<file path="config.mk">
export PLATFORM = sky130hd
export DESIGN_NAME = vbsr_status_regs
export DESIGN_NICKNAME = d
export VERILOG_FILES = /design/src/logic/vbsr_pkg.sv /design/src/logic/vbsr_status_regs.sv
export SDC_FILE = /design/constraint.sdc
export NUM_CORES = 1
export LEC_CHECK = 0
export ABC_AREA = 1
export ABC_CLOCK_PERIOD_IN_PS = 3100
export BUFFER_PORTS_ARGS = -buffer_cell sky130_fd_sc_hd__buf_2
export CORE_MARGIN = 10
export CORE_UTILIZATION = 57
export DETAILED_ROUTE_END_ITERATION = 12
export PLACE_DENSITY = 0.78
export SYNTH_ARGS = -nofsm -noshare
export SYNTH_HDL_FRONTEND = slang
export SYNTH_SLANG_ARGS = --single-unit
</file>
<file path="constraint.sdc">
create_clock -name clk -period 3.1 [get_ports clk]
set_input_delay 0.465 -clock clk [delete_from_list [all_inputs] [get_ports clk]]
set_output_delay 0.465 -clock clk [all_outputs]
set_load 0.1 [all_outputs]
</file>
<file path="src/logic/vbsr_pkg.sv">
package vbsr_pkg;

  // Register byte offsets on the plain register port.
  localparam logic [7:0] ADDR_STEREO_ERR   = 8'h58;
  localparam logic [7:0] ADDR_SKEW_CTL     = 8'h59;
  localparam logic [7:0] ADDR_LINK_STS     = 8'h5A;
  localparam logic [7:0] ADDR_STEREO_MODE  = 8'h60;
  localparam logic [7:0] ADDR_WIDTH_LO     = 8'h61;
  localparam logic [7:0] ADDR_WIDTH_HI     = 8'h62;
  localparam logic [7:0] ADDR_IRQ_STS      = 8'h63;
  localparam logic [7:0] ADDR_IRQ_CLR      = 8'h64;
  localparam logic [7:0] ADDR_IRQ_EN       = 8'h65;
  localparam logic [7:0] ADDR_PORT_SEL     = 8'h66;

  // Reset values.
  localparam logic [7:0]  RST_BYTE  = 8'h00;
  localparam logic [2:0]  RST_FLAGS = 3'h0;
  localparam logic [12:0] RST_WIDTH = 13'h0000;

  // Error flag bit positions in the stereo error register.
  localparam int FLAG_MISMATCH = 0;
  localparam int FLAG_PROC     = 1;
  localparam int FLAG_OVERFLOW = 2;

  // Line length limits and checks.
  localparam logic [13:0] LEN_LIMIT_ALT_LINE = 14'h1000;
  localparam logic [13:0] LEN_LIMIT_WIDE     = 14'h2000;
  localparam logic [13:0] LEN_MAX            = 14'h3FFF;
  localparam logic [13:0] LEN_ONE            = 14'h0001;
  localparam logic [2:0]  MIN_BLANK          = 3'h4;

  // Skew measurement range and input delay depth.
  localparam logic [1:0] SKEW_MAX  = 2'h3;
  localparam int         LAG_DEPTH = 3;
  localparam int         PIX_W     = 24;

  // Serial port mode codes.
  localparam logic [1:0] PMODE_DUAL  = 2'h0;
  localparam logic [1:0] PMODE_IDLE  = 2'h0;

  // Stereo processing modes.
  typedef enum logic [1:0] {
    VBSR_MODE_OFF      = 2'h0,
    VBSR_MODE_ALT_LINE = 2'h1,
    VBSR_MODE_SBS      = 2'h2,
    VBSR_MODE_ALT_PIX  = 2'h3
  } vbsr_mode_t;

  // One pixel of an input stream.
  typedef struct packed {
    logic             de;
    logic [PIX_W-1:0] data;
  } vbsr_pixel_t;

  // Status reported by one serial transmit port.
  typedef struct packed {
    logic       link_ready;
    logic       tx_active;
    logic       rx_locked;
    logic       input_valid;
    logic       mode_ok;
    logic [1:0] port_mode;
    logic       clk_detected;
    logic       pll_lock;
    logic       no_clock;
    logic       freq_stable;
  } vbsr_link_t;

endpackage

</file>
<file path="src/logic/vbsr_status_regs.sv">
// Strobed register access was left to the implementer.
`timescale 1ns/10ps
// Functional notes
// - Alternate-line mode: a line of 4096 or more pixels sets overflow flag.
// - Side-by-side or alternate-pixel mode: 8192 or more pixels sets overflow flag.
// - The three stereo error flags read out, then that read clears them.
// - Invalid line length or blanking during stereo processing sets processing error.
// - Alternate-line mode: odd and even line lengths differing sets mismatch flag.
// - Side-by-side mode: line length not twice image width sets mismatch flag; lines shorter than image width are not checked.
// - Bits 7-6 delay port 1 video by 0 to 3 pixel clocks.
// - Bits 5-4 delay port 0 video by 0 to 3 pixel clocks.
// - Dual-good reads one only with both inputs active and skew measurable.
// - Skew sign reads 0 when port 0 leads or equal, 1 when port 1 leads.
// - Bits 1-0 report skew magnitude in pixel clocks.
// - Bit 7 shows link ready for the selected serial port.
// - Bit 6 shows transmitter active, receiver locked, input valid, correct mode.
// - While transmit status is one, bits 5-4 report the port mode code.
// - In independent mode, per-port status follows the selected serial port.
// - Bit 3 mirrors clock detect of the selected port.
// - In independent mode, clock mode field selects the addressed serial port.
// - Bits 2-0 report PLL lock, no clock, and stable frequency.
module vbsr_status_regs (
  input  wire logic                 clk,
  input  wire logic                 srst,
  input  wire logic [7:0]           reg_addr,
  input  wire logic [7:0]           reg_wdata,
  input  wire logic                 reg_wr,
  input  wire logic                 reg_rd,
  output logic      [7:0]           reg_rdata,
  output logic                      irq,
  input  wire vbsr_pkg::vbsr_pixel_t port0_pixel,
  input  wire vbsr_pkg::vbsr_pixel_t port1_pixel,
  input  wire logic                 port0_active,
  input  wire logic                 port1_active,
  output vbsr_pkg::vbsr_pixel_t     merged_port0,
  output vbsr_pkg::vbsr_pixel_t     merged_port1,
  input  wire vbsr_pkg::vbsr_link_t link_status_in [2]
);

  // Register state.
  logic [2:0]           err_flags_r;
  logic [1:0]           port0_input_lag_r;
  logic [1:0]           port1_input_lag_r;
  vbsr_pkg::vbsr_mode_t stereo_mode_r;
  logic [12:0]          image_width_setting_r;
  logic [2:0]           irq_sts_r;
  logic [2:0]           irq_en_r;
  logic [1:0]           clk_mode_r;
  logic                 indep_mode_r;
  logic [7:0]           rdata_r;
  logic                 irq_r;

  // Register port decode.
  wire wr_skew    = reg_wr && (reg_addr == vbsr_pkg::ADDR_SKEW_CTL);
  wire wr_mode    = reg_wr && (reg_addr == vbsr_pkg::ADDR_STEREO_MODE);
  wire wr_wlo     = reg_wr && (reg_addr == vbsr_pkg::ADDR_WIDTH_LO);
  wire wr_whi     = reg_wr && (reg_addr == vbsr_pkg::ADDR_WIDTH_HI);
  wire wr_irq_clr = reg_wr && (reg_addr == vbsr_pkg::ADDR_IRQ_CLR);
  wire wr_irq_en  = reg_wr && (reg_addr == vbsr_pkg::ADDR_IRQ_EN);
  wire wr_sel     = reg_wr && (reg_addr == vbsr_pkg::ADDR_PORT_SEL);
  wire rd_stereo  = reg_rd && (reg_addr == vbsr_pkg::ADDR_STEREO_ERR);

  // Port 0 stream line measurement.
  logic        de_prev_r;
  logic [13:0] line_len_r;
  logic [13:0] prev_len_r;
  logic        even_line_r;
  logic [2:0]  blank_cnt_r;
  logic        seen_line_r;

  // The checks watch the merged port 0 output, one clock behind the selected lag tap.
  wire        cur_de     = merged_port0.de;
  wire        line_start = cur_de && !de_prev_r;
  wire        line_end   = !cur_de && de_prev_r;
  wire [13:0] width_x2   = {image_width_setting_r, 1'b0};
  wire        mode_alt_line = (stereo_mode_r == vbsr_pkg::VBSR_MODE_ALT_LINE);
  wire        mode_sbs      = (stereo_mode_r == vbsr_pkg::VBSR_MODE_SBS);
  wire        mode_alt_pix  = (stereo_mode_r == vbsr_pkg::VBSR_MODE_ALT_PIX);
  wire        mode_on       = (stereo_mode_r != vbsr_pkg::VBSR_MODE_OFF);

  // Error events of the stereo line checks.
  wire ovf_alt_line = line_end && mode_alt_line && (line_len_r >= vbsr_pkg::LEN_LIMIT_ALT_LINE);
  wire ovf_wide     = line_end && (mode_sbs || mode_alt_pix) && (line_len_r >= vbsr_pkg::LEN_LIMIT_WIDE);
  wire short_blank  = line_start && seen_line_r && (blank_cnt_r < vbsr_pkg::MIN_BLANK);
  wire odd_pix_line = line_end && mode_alt_pix && line_len_r[0];
  wire proc_evt     = mode_on && (short_blank || odd_pix_line);
  wire mism_alt     = line_end && mode_alt_line && even_line_r && (line_len_r != prev_len_r);
  // Lines shorter than one image width are let through unchecked, as the hardware allows.
  wire mism_sbs     = line_end && mode_sbs && ({1'b0, image_width_setting_r} <= line_len_r)
                      && (line_len_r != width_x2);
  wire [2:0] stereo_evt = {ovf_alt_line || ovf_wide, proc_evt, mism_alt || mism_sbs};

  // A flag set by an event in the same cycle as the clearing read survives it.
  wire [2:0] err_flags_nxt = (err_flags_r & {3{!rd_stereo}}) | stereo_evt;

  // Line length counter saturates so that an endless line still trips the limit.
  wire [13:0] line_len_nxt = !cur_de ? line_len_r :
                             line_start ? vbsr_pkg::LEN_ONE :
                             (line_len_r == vbsr_pkg::LEN_MAX) ? line_len_r : line_len_r + vbsr_pkg::LEN_ONE;
  wire [2:0]  blank_nxt    = cur_de ? 3'h0 :
                             (blank_cnt_r == vbsr_pkg::MIN_BLANK) ? blank_cnt_r : blank_cnt_r + 3'h1;

  // Line measurement registers.
  always_ff @(posedge clk) begin
    if (srst) begin
      de_prev_r   <= 1'b0;
      line_len_r  <= 14'h0000;
      prev_len_r  <= 14'h0000;
      even_line_r <= 1'b0;
      blank_cnt_r <= 3'h0;
      seen_line_r <= 1'b0;
    end else begin
      de_prev_r   <= cur_de;
      line_len_r  <= line_len_nxt;
      blank_cnt_r <= blank_nxt;
      if (line_end) begin
        prev_len_r  <= line_len_r;
        even_line_r <= mode_alt_line && !even_line_r;
        seen_line_r <= 1'b1;
      end
    end
  end

  // Input lag lines: each port keeps three past pixels and a tap picks one.
  vbsr_pkg::vbsr_pixel_t lag_tap [2][vbsr_pkg::LAG_DEPTH+1];
  vbsr_pkg::vbsr_pixel_t port_in [2];
  logic [1:0]            port_lag [2];
  vbsr_pkg::vbsr_pixel_t lag_out [2];
  assign port_in[0]  = port0_pixel;
  assign port_in[1]  = port1_pixel;
  assign port_lag[0] = port0_input_lag_r;
  assign port_lag[1] = port1_input_lag_r;

  genvar p;
  genvar k;
  generate
    for (p = 0; p < 2; p++) begin : g_lag
      assign lag_tap[p][0] = port_in[p];
      for (k = 1; k <= vbsr_pkg::LAG_DEPTH; k++) begin : g_stage
        always_ff @(posedge clk) begin
          if (srst) begin
            lag_tap[p][k] <= '0;
          end else begin
            lag_tap[p][k] <= lag_tap[p][k-1];
          end
        end
      end
      assign lag_out[p] = lag_tap[p][port_lag[p]];
    end
  endgenerate

  // Merged outputs leave from flip-flops, one clock after the selected tap.
  always_ff @(posedge clk) begin
    if (srst) begin
      merged_port0 <= '0;
      merged_port1 <= '0;
    end else begin
      merged_port0 <= lag_out[0];
      merged_port1 <= lag_out[1];
    end
  end

  // Skew measurement on the raw inputs, before any lag is applied.
  typedef enum logic [1:0] {SK_IDLE, SK_P0_LEAD, SK_P1_LEAD} vbsr_skew_st_t;
  vbsr_skew_st_t skew_st_r;
  logic [1:0]    skew_cnt_r;
  logic          raw_de0_r;
  logic          raw_de1_r;
  logic [1:0]    skew_magnitude_r;
  logic          skew_sign_r;
  logic          skew_in_range_r;
  wire           rise0 = port0_pixel.de && !raw_de0_r;
  wire           rise1 = port1_pixel.de && !raw_de1_r;

  // A partner start that never comes within range marks the skew unmeasurable.
  always_ff @(posedge clk) begin
    if (srst) begin
      skew_st_r        <= SK_IDLE;
      skew_cnt_r       <= 2'h0;
      raw_de0_r        <= 1'b0;
      raw_de1_r        <= 1'b0;
      skew_magnitude_r <= 2'h0;
      skew_sign_r      <= 1'b0;
      skew_in_range_r  <= 1'b0;
    end else begin
      raw_de0_r <= port0_pixel.de;
      raw_de1_r <= port1_pixel.de;
      unique case (skew_st_r)
        SK_IDLE: begin
          skew_cnt_r <= 2'h1;
          if (rise0 && rise1) begin
            skew_magnitude_r <= 2'h0;
            skew_sign_r      <= 1'b0;
            skew_in_range_r  <= 1'b1;
          end else if (rise0) begin
            skew_st_r <= SK_P0_LEAD;
          end else if (rise1) begin
            skew_st_r <= SK_P1_LEAD;
          end
        end
        SK_P0_LEAD, SK_P1_LEAD: begin
          if ((skew_st_r == SK_P0_LEAD) ? rise1 : rise0) begin
            skew_magnitude_r <= skew_cnt_r;
            skew_sign_r      <= (skew_st_r == SK_P1_LEAD);
            skew_in_range_r  <= 1'b1;
            skew_st_r        <= SK_IDLE;
          end else if (skew_cnt_r == vbsr_pkg::SKEW_MAX) begin
            skew_in_range_r <= 1'b0;
            skew_st_r       <= SK_IDLE;
          end else begin
            skew_cnt_r <= skew_cnt_r + 2'h1;
          end
        end
      endcase
    end
  end

  wire dual_input_good = port0_active && port1_active && skew_in_range_r;

  // Serial link status arrives from the transmit clock domain; two flops per port.
  vbsr_pkg::vbsr_link_t link_meta_r [2];
  vbsr_pkg::vbsr_link_t link_sync_r [2];
  generate
    for (p = 0; p < 2; p++) begin : g_sync
      always_ff @(posedge clk) begin
        if (srst) begin
          link_meta_r[p] <= '0;
          link_sync_r[p] <= '0;
        end else begin
          link_meta_r[p] <= link_status_in[p];
          link_sync_r[p] <= link_meta_r[p];
        end
      end
    end
  endgenerate

  // Outside independent mode the status always describes port 0.
  wire                  sel_port = indep_mode_r && clk_mode_r[0];
  vbsr_pkg::vbsr_link_t sel_link;
  assign sel_link = link_sync_r[sel_port];
  wire serial_link_ready      = sel_link.link_ready;
  wire serial_transmit_active = sel_link.tx_active && sel_link.rx_locked
                                && sel_link.input_valid && sel_link.mode_ok;
  wire [1:0] serial_port_mode = serial_transmit_active ? sel_link.port_mode : vbsr_pkg::PMODE_IDLE;
  wire [7:0] link_byte = {serial_link_ready, serial_transmit_active, serial_port_mode,
                          sel_link.clk_detected, sel_link.pll_lock, sel_link.no_clock,
                          sel_link.freq_stable};

  // Read data mux; unmapped and write-only offsets read as zero.
  wire [7:0] skew_byte = {port1_input_lag_r, port0_input_lag_r, dual_input_good,
                          skew_sign_r, skew_magnitude_r};
  wire [7:0] rd_mux =
    (reg_addr == vbsr_pkg::ADDR_STEREO_ERR)  ? {5'h00, err_flags_r} :
    (reg_addr == vbsr_pkg::ADDR_SKEW_CTL)    ? skew_byte :
    (reg_addr == vbsr_pkg::ADDR_LINK_STS)    ? link_byte :
    (reg_addr == vbsr_pkg::ADDR_STEREO_MODE) ? {6'h00, stereo_mode_r} :
    (reg_addr == vbsr_pkg::ADDR_WIDTH_LO)    ? image_width_setting_r[7:0] :
    (reg_addr == vbsr_pkg::ADDR_WIDTH_HI)    ? {3'h0, image_width_setting_r[12:8]} :
    (reg_addr == vbsr_pkg::ADDR_IRQ_STS)     ? {5'h00, irq_sts_r} :
    (reg_addr == vbsr_pkg::ADDR_IRQ_EN)      ? {5'h00, irq_en_r} :
    (reg_addr == vbsr_pkg::ADDR_PORT_SEL)    ? {5'h00, indep_mode_r, clk_mode_r} :
    vbsr_pkg::RST_BYTE;

  // Interrupt status is sticky; an event beats a simultaneous clear.
  wire [2:0] irq_sts_nxt = (irq_sts_r & ~(reg_wdata[2:0] & {3{wr_irq_clr}})) | stereo_evt;
  wire       irq_nxt     = |(irq_sts_nxt & irq_en_r);

  // Software-visible registers.
  always_ff @(posedge clk) begin
    if (srst) begin
      err_flags_r           <= vbsr_pkg::RST_FLAGS;
      port0_input_lag_r     <= 2'h0;
      port1_input_lag_r     <= 2'h0;
      stereo_mode_r         <= vbsr_pkg::VBSR_MODE_OFF;
      image_width_setting_r <= vbsr_pkg::RST_WIDTH;
      irq_sts_r             <= vbsr_pkg::RST_FLAGS;
      irq_en_r              <= vbsr_pkg::RST_FLAGS;
      clk_mode_r            <= 2'h0;
      indep_mode_r          <= 1'b0;
      rdata_r               <= vbsr_pkg::RST_BYTE;
      irq_r                 <= 1'b0;
    end else begin
      err_flags_r <= err_flags_nxt;
      irq_sts_r   <= irq_sts_nxt;
      irq_r       <= irq_nxt;
      rdata_r     <= reg_rd ? rd_mux : vbsr_pkg::RST_BYTE;
      if (wr_skew) begin
        port1_input_lag_r <= reg_wdata[7:6];
        port0_input_lag_r <= reg_wdata[5:4];
      end
      if (wr_mode) begin
        stereo_mode_r <= vbsr_pkg::vbsr_mode_t'(reg_wdata[1:0]);
      end
      if (wr_wlo) begin
        image_width_setting_r[7:0] <= reg_wdata;
      end
      if (wr_whi) begin
        image_width_setting_r[12:8] <= reg_wdata[4:0];
      end
      if (wr_irq_en) begin
        irq_en_r <= reg_wdata[2:0];
      end
      if (wr_sel) begin
        clk_mode_r   <= reg_wdata[1:0];
        indep_mode_r <= reg_wdata[2];
      end
    end
  end

  assign reg_rdata = rdata_r;
  assign irq       = irq_r;
endmodule // vbsr_status_regs

</file>
==> metrics.txt <==
status=finished clean; Syn Std Cell Area=12,620 sq um; DRC=0; worst min path class=input port to register; Worst-path clk slew=70 ps; number of global-route vias before repair=around 10,000; Net Sw Power=approximately 2.2 mW; synthesis-to-layout area growth=14.95%; Starting Density=approximately 58%; post-CTS setup buffers=0; # rows=between 50 and 60; vias per cell=approximately 5.1; top-level I/O count=around 150; global-route wire length before repair=48,060 um; kind of critical path=register to register; Worst Path Max Fanout=27; Finish-stage setup viols=0; Die Span Y=between 150 and 200 um; mean routed wirelength per cell=around 14 um; actual slew at the worst max-slew pin=roughly 920 ps; startpoint types=register; Worst EP required=about 3600 ps; RSZ-0062 raised after global routing=false; total CTS buffers=31; min cycle time layout=~2200 ps; P_int=6.738 mW; Post-synth ARST share=0%; number of max-cap violations=0; top_reg_cell synth=dfxtp_1; number of antenna violations at the first check in global routing=4; fraction of layout cells with a size suffix above 1=14.13%; Leak Pwr=6.532 nW; Ys Warns=0; post-route clock period utilization=between 70% and 80%; Die Width=around 170 um; top cell type's share of synthesized area=51.69%; VDD IR max=approximately 0.00053 V; Max Root-Sink Buffers=3; switching share of total power=24.92%; Worst-Skew Late Latency=around 560 ps; slew margin rel.=around two fifths; FMAX=451.0 MHz; NumNets Final=between 1,500 and 2,000; Vias=around 11,000; dominant cell type by area after synthesis=dfxtp_1; DP HPWL=between 20,000 and 25,000 um; Buffers on Ports=152; placer congestion estimate=between 0.8 and 0.9; Post-DRT Antenna Nets=0; Synth Instances=around 1,700; DRT Pass-1 Iters=5; Crit. End Element=register; pin count of the biggest net entering global routing=approximately 220; top cells by area, synth=dfxtp_1 (52%), a21oi_1 (9.0%), inv_1 (8.4%); post-synth net total=approximately 1,800; Netlist cell types=40; Clock Tree Root=clkbuf_16; Synth Register Bits=326; grt total ovfl=0; Clock Skews=24.40 ps; syn_area_per_cell=around 7.6 sq um; Fin. Hold Viols=0; hold_buf cts=0; most common cell in the synthesized netlist=dfxtp_1; setup TNS=0 ps; Cell Area, Placed=~13,000 sq um; H-tree depth=1; Comb pwr share=about 8.8%; die area=between 20,000 and 30,000 sq um; power share of the clock group=a little over two fifths; core area=between 20,000 and 25,000 sq um; Non-Filler Cell Area, Final=around 15,000 sq um; DRT iter0 DRCs=~720; Routed WL=roughly 30,000 um; CTS Sinks=around 330; Pins Over Slew Limit=0; most common library cells after synthesis=dfxtp_1 (326), inv_1 (282), nor2_1 (248); CTS tree=yes; GRT Total Usage=between 20% and 30%; count of cells resized by post-cts repair=0; PD cells=around 620 nW/um^2; Seq pwr share=about half; sequential-to-total area share from yosys stat=roughly half; arrival time worst endpoint=between 2000 and 3000 ps; Post-synth EDFFs=0
[sequential cells by signal, summed over array words and instances, names as in the netlist, 2 cells and up]
register               cells
link_sync_r               22
irq_en_r                   3
link_meta_r               22
stereo_mode_r              2
reg_rdata                  8
irq_sts_r                  3
clk_mode_r                 2
merged_port1              25
image_width_setting_r     13
port0_input_lag_r          2
skew_cnt_r                 2
prev_len_r                14
err_flags_r                3
skew_st_r                  2
lag_tap                  148
merged_port0              24
port1_input_lag_r          2
blank_cnt_r                3
skew_magnitude_r           2
line_len_r                14
[cell families after synthesis]
kind of cell    synth area share (%)
simple gates                   17.56
buf+inv                        11.42
compound gates                 16.02
fa+ha+maj                      2.081
xor+xnor                      0.9713
flops                          51.69
mux                           0.2577
[layer usage]
metal | up-vias | part of all wire, % | track usage [%]
li1 | 5413 | - | -
met1 | 4808 | 43 | 24.78
met2 | 275 | 48 | 34.03
met3 | 63 | 6.8 | 3.983
met4 | 2 | 2.8 | 7.154
met5 | - | 0.023 | 0
[cell type report]
class                   instances  area (sq um)
well taps                     280         350.3
clock buffers                  46         902.1
multi-input cells             955          4657
repair buffers                160         842.1
diodes                          5         12.51
clock inverters                11         123.9
flip-flops and latches        326          6526
fillers                      1799          7312
inverters                     292          1097
[worst max-delay path, stage by stage, from the launching register on]
cell	delay, ps
dfxtp_1	310
buf_4	310
clkinv_1	780
a21oi_1	380
o21ai_0	160
a21oi_1	190
[power by group through the flow]
stage          combinational (mW)  clock [mW]  sequential (mW)
4_1_cts                     0.788        3.82             4.42
6_report                    0.788        3.76             4.42
3_5_place_dp                0.784           0             4.51
5_1_grt                     0.861        4.00             4.43
3_3_place_gp                0.768           0             4.51
2_1_floorplan               0.336           0             4.76
[cells in the final DEF, fill, tap and decap left out, types with 8 or more instances in the layout]
cell       count
clkbuf_1       8
nor3_1        13
nand3_1       55
nand2_1      164
clkbuf_16     31
inv_1        282
o21ai_0      145
dfxtp_1      326
xor2_1         8
buf_2        151
clkbuf_8       8
nand2_2        8
a21oi_1      227
nand4_1       14
ha_1          21
nor2_1       248
[final timing paths]
path | from | to | slack [ps] | cells past startpoint
max | port0_input_lag_r[1]$_SDFFE_PP0P_ | merged_port0[7]$_SDFF_PP0_ | 880 | 5
min | link_status_in[6] | link_meta_r[1][6]$_SDFF_PP0_ | 110 | 3
max reg2reg | port0_input_lag_r[1]$_SDFFE_PP0P_ | merged_port0[7]$_SDFF_PP0_ | 880 | 5
min reg2reg | link_meta_r[0][0]$_SDFF_PP0_ | link_sync_r[0][0]$_SDFF_PP0_ | 380 | 2
[through the flow]
step                      power [mW]  hold WS (ps)  cells  util [%]  worst slack [ps]
after floorplan                5.092         388.3   1655         -              1491
after global placement         5.278         390.4   2013     61.74             963.2
after detailed placement       5.297         394.4   2013     61.74             950.3
after CTS                      9.035         80.98   2070     66.44             851.1
after global routing           9.291         105.1   2072     66.46             669.3
final                          8.974         105.9   2075     66.49             882.5
Power figures use the tool's default switching activity.
